**config.mk**
```make
export PLATFORM = sky130hd
export DESIGN_NAME = afelm_ctrl
export DESIGN_NICKNAME = d
export VERILOG_FILES = /design/src/include/afelm_pkg.sv /design/src/design/afelm_ctrl.sv /design/src/design/afelm_sample_delay.sv
export VERILOG_INCLUDE_DIRS = /design/src /design/src/include
export SDC_FILE = /design/constraint.sdc
export NUM_CORES = 1
export LEC_CHECK = 0
export ABC_AREA = 0
export BUFFER_PORTS_ARGS = -buffer_cell sky130_fd_sc_hd__buf_2
export CAP_MARGIN = 20
export CORE_MARGIN = 2
export CORE_UTILIZATION = 45
export DETAILED_ROUTE_END_ITERATION = 8
export PLACE_DENSITY = 0.79
export RECOVER_POWER = 100
export SYNTH_ARGS = -nofsm -noshare
export SYNTH_HDL_FRONTEND = slang
export SYNTH_SLANG_ARGS = --single-unit
```
**constraint.sdc**
```tcl
create_clock -name ref_clk_i -period 1.2 [get_ports ref_clk_i]
set_input_delay 0.06 -clock ref_clk_i [delete_from_list [all_inputs] [get_ports ref_clk_i]]
set_output_delay 0.06 -clock ref_clk_i [all_outputs]
set_load 0.03 [all_outputs]
```
**src/include/afelm_consts.svh**
```systemverilog
// Register offsets, field positions, reset values and sizes of the line mode control block
`ifndef AFELM_CONSTS_SVH
`define AFELM_CONSTS_SVH

`define AFELM_ADDR_W 8
`define AFELM_OFS_LINE 8'h00
`define AFELM_OFS_SAMPLE 8'h04
`define AFELM_OFS_POWER 8'h08
`define AFELM_OFS_CYCRST 8'h0C
`define AFELM_OFS_BASE 8'h10
`define AFELM_OFS_STATUS 8'h14

`define AFELM_RST_LINE 8'h00
`define AFELM_RST_SAMPLE 8'h00
`define AFELM_RST_POWER 8'h00
`define AFELM_RST_BASE 8'h01

`define AFELM_MASK_LINE 8'hFF
`define AFELM_MASK_SAMPLE 8'h1F
`define AFELM_MASK_POWER 8'h0F
`define AFELM_MASK_BASE 8'hCD

`define AFELM_LINE_EN_BIT 0
`define AFELM_LINE_CYC_BIT 1
`define AFELM_LINE_FORCE_BIT 2
`define AFELM_LINE_CLAMP_BIT 3
`define AFELM_LINE_ICOL_LSB 4
`define AFELM_LINE_FSEL_LSB 6
`define AFELM_SMP_DET_BIT 0
`define AFELM_SMP_DLY_LSB 1
`define AFELM_SMP_POL_BIT 4
`define AFELM_BASE_EN_BIT 0
`define AFELM_BASE_MONO_BIT 2
`define AFELM_BASE_SPD_BIT 3
`define AFELM_BASE_MCH_LSB 6

`define AFELM_DLY_W 3
`define AFELM_DLY_DEPTH 8

`endif

```
**src/include/afelm_pkg.sv**
```systemverilog
// Types shared by the line mode control block
`default_nettype none
package afelm_pkg;
  typedef enum logic [1:0] {
    AFELM_RED,
    AFELM_GREEN,
    AFELM_BLUE,
    AFELM_RSVD
  } afelm_colour_e;
endpackage
`default_nettype wire

```
**src/design/afelm_ctrl.sv**
```systemverilog
// APB register bank and control logic for line mode, sample sync and selective power
// Summary of operation
// - Line bit zero selects line sequential mode
// - Line mode forces mono one, channel red
// - Line mode disables green and blue gain
// - Cycle bit zero: pin clamps, internal selection
// - Cycle bit one: pin pulses advance colour
// - Auto-cycling: pin never clamps
// - Auto-cycling: internal clamp bit enables clamping
// - Force bit drives input mux from field
// - Internal colour field: red, green, blue
// - Forced input field: red, green, blue inputs
// - Detect off: strobe pin passes straight
// - Detect on: internal pulse replaces pin
// - Pulse delayed by programmed clock periods
// - Polarity bit picks falling or rising edge
// - Disable bits act only with selective mode
// - Bit one disables cell: R,G,B,ADC
// - Selective off: global enable governs power
// - Cycle reset write returns counter to red
`include "afelm_consts.svh"
`default_nettype none
module afelm_ctrl
  import afelm_pkg::*;
#(
  parameter int ADDR_W = `AFELM_ADDR_W
) (
  // Clock, reset, enable
  input wire logic ref_clk_i,
  input wire logic arst_n_i,
  input wire logic ce_i,
  // APB slave
  input wire logic psel_i,
  input wire logic penable_i,
  input wire logic pwrite_i,
  input wire logic [ADDR_W-1:0] paddr_i,
  input wire logic [31:0] pwdata_i,
  output logic [31:0] prdata_o,
  output logic pready_o,
  output logic pslverr_o,
  // Pins
  input wire logic clamp_cycle_pin_i,
  input wire logic sample_strobe_pin_i,
  // Internal controls to the analogue path
  output logic mono_o,
  output logic [1:0] mono_channel_o,
  output logic [1:0] input_mux_sel_o,
  output logic [1:0] gain_offset_sel_o,
  output logic clamp_enable_o,
  output logic timing_strobe_o,
  output logic [3:0] cell_enable_o
);
  logic [7:0] line_mode_colour_select;
  logic [7:0] sample_edge_detect_ctrl;
  logic [7:0] selective_power_disable;
  logic [7:0] base_setup;
  afelm_colour_e cycle_colour;
  logic clamp_meta, clamp_sync, clamp_prev;
  logic strobe_meta, strobe_sync;

  // APB decode
  wire access = psel_i & penable_i & ce_i;
  wire wr = access & pwrite_i;
  wire hit_line = (paddr_i == `AFELM_OFS_LINE);
  wire hit_sample = (paddr_i == `AFELM_OFS_SAMPLE);
  wire hit_power = (paddr_i == `AFELM_OFS_POWER);
  wire hit_cycrst = (paddr_i == `AFELM_OFS_CYCRST);
  wire hit_base = (paddr_i == `AFELM_OFS_BASE);
  wire hit_status = (paddr_i == `AFELM_OFS_STATUS);
  wire mapped = hit_line | hit_sample | hit_power | hit_cycrst | hit_base | hit_status;
  wire cycle_reset_wr = wr & hit_cycrst;

  assign pready_o = ce_i;
  assign pslverr_o = psel_i & penable_i & ~mapped;

  // Field extraction
  wire line_en = line_mode_colour_select[`AFELM_LINE_EN_BIT];
  wire cyc_sel = line_mode_colour_select[`AFELM_LINE_CYC_BIT];
  wire force_bit = line_mode_colour_select[`AFELM_LINE_FORCE_BIT];
  wire internal_clamp_enable = line_mode_colour_select[`AFELM_LINE_CLAMP_BIT];
  wire [1:0] internal_colour_select = line_mode_colour_select[`AFELM_LINE_ICOL_LSB +: 2];
  wire [1:0] forced_input_select = line_mode_colour_select[`AFELM_LINE_FSEL_LSB +: 2];
  wire sample_detect_enable = sample_edge_detect_ctrl[`AFELM_SMP_DET_BIT];
  wire [`AFELM_DLY_W-1:0] sample_pulse_delay = sample_edge_detect_ctrl[`AFELM_SMP_DLY_LSB +: `AFELM_DLY_W];
  wire edge_polarity_select = sample_edge_detect_ctrl[`AFELM_SMP_POL_BIT];
  wire [3:0] cell_disable_bits = selective_power_disable[3:0];
  wire global_enable = base_setup[`AFELM_BASE_EN_BIT];
  wire mono_flag = base_setup[`AFELM_BASE_MONO_BIT];
  wire selective_powerdown_enable = base_setup[`AFELM_BASE_SPD_BIT];
  wire [1:0] mono_channel_select = base_setup[`AFELM_BASE_MCH_LSB +: 2];

  // Cycle select and force bit count only in line mode
  wire auto_cycle = line_en & cyc_sel;
  wire force_input_enable = line_en & force_bit;
  wire clamp_rise = clamp_sync & ~clamp_prev;

  // Next values of the internal controls
  wire next_mono = line_en ? 1'b1 : mono_flag;
  wire [1:0] next_channel = line_en ? 2'b00 : mono_channel_select;
  wire [1:0] line_colour = auto_cycle ? cycle_colour : internal_colour_select;
  wire [1:0] next_gain_sel = line_en ? line_colour : mono_channel_select;
  wire [1:0] next_input_sel = force_input_enable ? forced_input_select : next_gain_sel;
  wire next_clamp = auto_cycle ? internal_clamp_enable : clamp_sync;
  wire [3:0] power_base = selective_powerdown_enable ? ~cell_disable_bits : {4{global_enable}};
  wire [3:0] next_cells = line_en ? (power_base & 4'h9) : power_base;
  wire delayed_pulse;
  wire next_strobe = sample_detect_enable ? delayed_pulse : strobe_sync;

  afelm_colour_e next_colour;
  always_comb begin
    case (cycle_colour)
      AFELM_RED: next_colour = AFELM_GREEN;
      AFELM_GREEN: next_colour = AFELM_BLUE;
      default: next_colour = AFELM_RED;
    endcase
  end

  afelm_sample_delay #(
    .DEPTH(`AFELM_DLY_DEPTH),
    .DLY_W(`AFELM_DLY_W)
  ) u_delay (
    .ref_clk_i(ref_clk_i),
    .arst_n_i(arst_n_i),
    .ce_i(ce_i),
    .level_i(strobe_sync),
    .rising_i(edge_polarity_select),
    .delay_i(sample_pulse_delay),
    .pulse_o(delayed_pulse)
  );

  // Pin synchronisers
  always_ff @(posedge ref_clk_i or negedge arst_n_i) begin
    if (!arst_n_i) begin
      clamp_meta <= 1'b0;
      clamp_sync <= 1'b0;
      clamp_prev <= 1'b0;
      strobe_meta <= 1'b0;
      strobe_sync <= 1'b0;
    end else if (ce_i) begin
      clamp_meta <= clamp_cycle_pin_i;
      clamp_sync <= clamp_meta;
      clamp_prev <= clamp_sync;
      strobe_meta <= sample_strobe_pin_i;
      strobe_sync <= strobe_meta;
    end
  end

  // Register writes; reserved bits are kept at zero
  always_ff @(posedge ref_clk_i or negedge arst_n_i) begin
    if (!arst_n_i) begin
      line_mode_colour_select <= `AFELM_RST_LINE;
      sample_edge_detect_ctrl <= `AFELM_RST_SAMPLE;
      selective_power_disable <= `AFELM_RST_POWER;
      base_setup <= `AFELM_RST_BASE;
    end else if (wr) begin
      if (hit_line) begin
        line_mode_colour_select <= pwdata_i[7:0] & `AFELM_MASK_LINE;
      end else if (hit_sample) begin
        sample_edge_detect_ctrl <= pwdata_i[7:0] & `AFELM_MASK_SAMPLE;
      end else if (hit_power) begin
        selective_power_disable <= pwdata_i[7:0] & `AFELM_MASK_POWER;
      end else if (hit_base) begin
        base_setup <= pwdata_i[7:0] & `AFELM_MASK_BASE;
      end
    end
  end

  // Cycle counter; a reset write beats a coincident pin pulse
  always_ff @(posedge ref_clk_i or negedge arst_n_i) begin
    if (!arst_n_i) begin
      cycle_colour <= AFELM_RED;
    end else if (cycle_reset_wr) begin
      cycle_colour <= AFELM_RED;
    end else if (ce_i && auto_cycle && clamp_rise) begin
      cycle_colour <= next_colour;
    end
  end

  // Registered controls
  always_ff @(posedge ref_clk_i or negedge arst_n_i) begin
    if (!arst_n_i) begin
      mono_o <= 1'b0;
      mono_channel_o <= 2'b00;
      input_mux_sel_o <= 2'b00;
      gain_offset_sel_o <= 2'b00;
      clamp_enable_o <= 1'b0;
      timing_strobe_o <= 1'b0;
      cell_enable_o <= 4'hF;
    end else if (ce_i) begin
      mono_o <= next_mono;
      mono_channel_o <= next_channel;
      input_mux_sel_o <= next_input_sel;
      gain_offset_sel_o <= next_gain_sel;
      clamp_enable_o <= next_clamp;
      timing_strobe_o <= next_strobe;
      cell_enable_o <= next_cells;
    end
  end

  // Read mux
  wire [31:0] status_word = {20'h00000, cell_enable_o, timing_strobe_o, clamp_enable_o,
                             gain_offset_sel_o, input_mux_sel_o, cycle_colour};
  wire [31:0] rd_line = {24'h000000, line_mode_colour_select};
  wire [31:0] rd_sample = {24'h000000, sample_edge_detect_ctrl};
  wire [31:0] rd_power = {24'h000000, selective_power_disable};
  wire [31:0] rd_base = {24'h000000, base_setup};
  assign prdata_o = hit_line ? rd_line :
                    hit_sample ? rd_sample :
                    hit_power ? rd_power :
                    hit_base ? rd_base :
                    hit_status ? status_word : 32'h00000000;
endmodule
`default_nettype wire

```
**src/design/afelm_sample_delay.sv**
```systemverilog
// Edge detector and programmable delay line for the sample strobe
`include "afelm_consts.svh"
`default_nettype none
module afelm_sample_delay #(
  parameter int DEPTH = `AFELM_DLY_DEPTH,
  parameter int DLY_W = `AFELM_DLY_W
) (
  // Clock and reset
  input wire logic ref_clk_i,
  input wire logic arst_n_i,
  input wire logic ce_i,
  // Synchronised strobe level and settings
  input wire logic level_i,
  input wire logic rising_i,
  input wire logic [DLY_W-1:0] delay_i,
  // Delayed one-cycle pulse
  output logic pulse_o
);
  logic prev;
  logic [DEPTH-1:0] pipe;
  wire edge_seen;

  assign edge_seen = rising_i ? (level_i & ~prev) : (~level_i & prev);

  // Shift line keeps overlapping edges apart
  always_ff @(posedge ref_clk_i or negedge arst_n_i) begin
    if (!arst_n_i) begin
      prev <= 1'b0;
      pipe <= '0;
    end else if (ce_i) begin
      prev <= level_i;
      pipe <= {pipe[DEPTH-2:0], edge_seen};
    end
  end

  assign pulse_o = pipe[delay_i];
endmodule
`default_nettype wire

```
==> run_results.csv <==
group,metric,value,unit
logic_synthesis,synth_ff_type,"dfrtp_1",
logic_synthesis,yosys.area.top_type,"dfrtp_1",
clocking,cts_tree,"done",
timing,maxSlewHeadroom,52.63,%
clocking,cts-htree-levels,2,
floorplan,die_x,82.44,um
min_path,hp-class,"primary input to flop",
floorplan,die_y,82.44,um
logic_synthesis,netlist_area,2769,sq um
clocking,cts_buffers,5,
floorplan,coreArea,5921,sq um
outcome,violations,"setup timing",
cells_and_area,final_area,4024,sq um
worst_setup_path,start_kind,"flop",
timing,slew_viol_final,0,
place,dpl.hpwl,4700,um
logic_synthesis,synthArstFlopShare,100.0,%
logic_synthesis,ys_seq_area_share,46.32,%
timing,period_share,145.6,%
grt,grtUsageTotal,22.29,%
clocking,cts.sinks,51,
worst_setup_path,crit_type,"flop to output port",
routing,drtPass1Iterations,4,
power_and_ir_drop,power.leakage,0.001931,uW
routing,routed_wirelength,7681,um
cells_and_area,fillers,416,
floorplan,die_area,6796,sq um
logic_synthesis,ys_ff_latch,51,
power_and_ir_drop,irDropWorstVdd,0.9385,mV
floorplan,start_util,46.77,%
cells_and_area,layout-drive-gt1-share,53.37,%
place,place_inst,395,
timing,fmax,572.4,MHz
outcome,status,"finished, violations left",
flow_run,cap_violations,0,
routing,drt-initial-drc-count,144,
timing,hold_viol,0,
floorplan,rows,28,
cells_and_area,final_cells,431,
place,io_buffers,50,
clocking,clk_latency,310,ps
timing,tightest_slew,710.5,ps
grt,antenna_found_initial,0,
logic_synthesis,synth_area_leaders,"dfrtp_1, mux2_4, mux2_2",
place,place_area,3326,sq um
routing,vias,2331,
routing,routedWlPerCell,17.82,um
grt,grt_pass1_wl,11230,um
grt,grt_max_degree,52,
worst_setup_path,cp.required,1140,ps
grt,overflow,0,
power_and_ir_drop,power_density,1006,nW/um^2
worst_setup_path,end_kind,"output port",
cells_and_area,syn2layout_area_growth,45.32,%
worst_setup_path,path_max_fanout,2,
timing,finalClockSkew,14.11,ps
routing,post-route-drc-count,0,
timing,finalCriticalPeriod,1747,ps
timing,setup_viol,43,
clocking,clock-root-buffer,"clkbuf_8",
cells_and_area,num-nets-final,403,
floorplan,ioPinCount,95,
logic_synthesis,ys_types,48,
clocking,clkTransAtPathRegs,100,ps
place,place.gp.congestion,0.8865,
logic_synthesis,synth_top_area_share,41.57,%
worst_setup_path,critical_path_arrival,1690,ps
cells_and_area,diodes,0,
timing,setup_ws,-547.1,ps
timing,rsz0062_at_grt,"yes",
cells_and_area,multiInputGateArea,1580,sq um
logic_synthesis,synthCells,247,
logic_synthesis,ys_warn_count,0,
clocking,clockBufferDepth,2,
routing,vias_per_cell,5.408,
timing,hold_slack,7.386,ps
routing,drtAntennaViolNets,0,
grt,first_global_vias,2260,
logic_synthesis,synth_edf_count,0,
cells_and_area,regArea,1284,sq um
logic_synthesis,synth.avg_cell_area,11.21,sq um
==> worst max-delay path, cell delays in order, from the launching register on <==
cell,delay (ps)
dfrtp_1,370
nor4b_4,190
a211oi_1,80
o32a_1,320
a2111oi_4,200
buf_4,220
==> metal layers <==
| layer | part of all wire (%) | wire, um | GRT usage [%] |
|---|---|---|---|
| met5 | 0 | 0 | 0 |
| met4 | 2.0 | 155 | 5.833 |
| met3 | 7.1 | 545 | 3.804 |
| met2 | 52 | 3981 | 38.79 |
| met1 | 39 | 2999 | 28.77 |
==> logic make-up after synthesis <==
logic type | count (synthesis) | share of synthesized area, %
other cells | 1 | 0.1354
mux | 50 | 22.41
flops | 51 | 46.32
buf+inv | 41 | 8.495
simple gates | 67 | 14.37
compound gates | 37 | 8.269
==> Yosys cell counts (all sizes together) (2+ instances only) <==
| cell type | instances |
|---|---|
| a21oi | 13 |
| a22oi | 3 |
| dfstp | 5 |
| mux2 | 37 |
| clkbuf | 9 |
| buf | 24 |
| nor2 | 17 |
| nor4 | 2 |
| o31ai | 2 |
| and2 | 2 |
| mux2i | 11 |
| or3 | 2 |
| nor3 | 5 |
| nand2b | 2 |
| a22o | 2 |
| nand3b | 4 |
| nand3 | 5 |
| nor2b | 2 |
| o21ai | 10 |
| nor4b | 2 |
| and4 | 2 |
| and3 | 2 |
| nand2 | 15 |
| or2 | 2 |
| a31oi | 2 |
| dfrtp | 46 |
| inv | 8 |
| mux4 | 2 |
==> path summary, 6_finish.rpt <==
| path | from | end | slack (ps) | cells past startpoint |
|---|---|---|---|---|
| min in group asynchronous | arst_n_i | sample_edge_detect_ctrl[4] | 440 | 3 |
| min | pwdata_i[4] | sample_edge_detect_ctrl[4] | 7 | 2 |
| max | line_mode_colour_select[2] | prdata_o[2] | -550 | 5 |
| min reg2reg | strobe_meta | strobe_sync | 510 | 2 |
| max reg2reg | line_mode_colour_select[0] | input_mux_sel_o[0] | -170 | 6 |
| max in group asynchronous | arst_n_i | line_mode_colour_select[1] | 270 | 3 |
==> area by class of cell <==
cell class | count | share of cell area, %
Tap cell | 75 | 2.332
Clock inverter | 2 | 1.493
Inverter | 8 | 0.7463
Multi-Input combinational cell | 174 | 39.27
Sequential cell | 51 | 31.90
Timing Repair Buffer | 115 | 22.45
Clock buffer | 6 | 1.803
==> power by group <==
| part | total (uW) | internal, uW | switching (uW) |
|---|---|---|---|
| Clock | 1400 | 834 | 564 |
| Combinational | 684 | 291 | 393 |
| Sequential | 1970 | 1860 | 107 |
| Total | 4050 | 2980 | 1060 |
==> placed cells by master, fill, tap and decap left out, types with 3 or more instances in the layout <==
cell type / netlist / final
nand3b_1: 4 / 4
nor2_4: 0 / 3
conb_1: 1 / 20
buf_6: 0 / 25
mux2i_1: 11 / 11
clkbuf_8: 0 / 5
buf_2: 2 / 21
clkbuf_2: 0 / 11
nor2_2: 0 / 3
nand3_1: 5 / 3
a21oi_2: 0 / 3
o21ai_0: 10 / 7
inv_1: 8 / 8
buf_4: 21 / 41
dfstp_2: 5 / 5
nand2_1: 13 / 11
nor2_1: 17 / 11
dfrtp_1: 46 / 45
mux2_1: 9 / 5
a21oi_1: 13 / 10
mux2_2: 15 / 13
dlygate4sd3_1: 0 / 5
clkbuf_1: 9 / 8
mux2_4: 13 / 19
nor3_4: 1 / 3
a22oi_2: 0 / 3
==> state kept, by name, summed over array words and instances, names as in the netlist <==
name,cells
cell_enable_o,4
gain_offset_sel_o,2
sample_edge_detect_ctrl,5
mono_o,1
input_mux_sel_o,2
base_setup,5
clamp_enable_o,1
selective_power_disable,4
line_mode_colour_select,8
u_delay.prev,1
timing_strobe_o,1
clamp_prev,1
clamp_sync,1
cycle_colour,2
strobe_meta,1
clamp_meta,1
u_delay.pipe,8
mono_channel_o,2
strobe_sync,1
==> timing repair <==
item                       4_1_cts  5_1_grt
pin swaps                       17       14
buffers inserted                15       11
hold buffers                     5        0
hold endpoints to repair        56        0
setup endpoints to repair       34       43
gates resized for setup         60       33
==> per-stage QoR <==
step / power (uW) / setup WS (ps) / utilization [%] / setup TNS (ps)
2_1_floorplan: 2398 / -267.2 / - / -5027
3_3_place_gp: 2564 / -350.3 / 56.17 / -10480
3_5_place_dp: 2589 / -403.7 / 56.17 / -11710
4_1_cts: 4041 / -573.9 / 64.77 / -4120
5_1_grt: 4227 / -652.3 / 67.96 / -7776
6_report: 4047 / -547.1 / 67.96 / -6189
No activity file was read; power rests on OpenSTA's default activity.
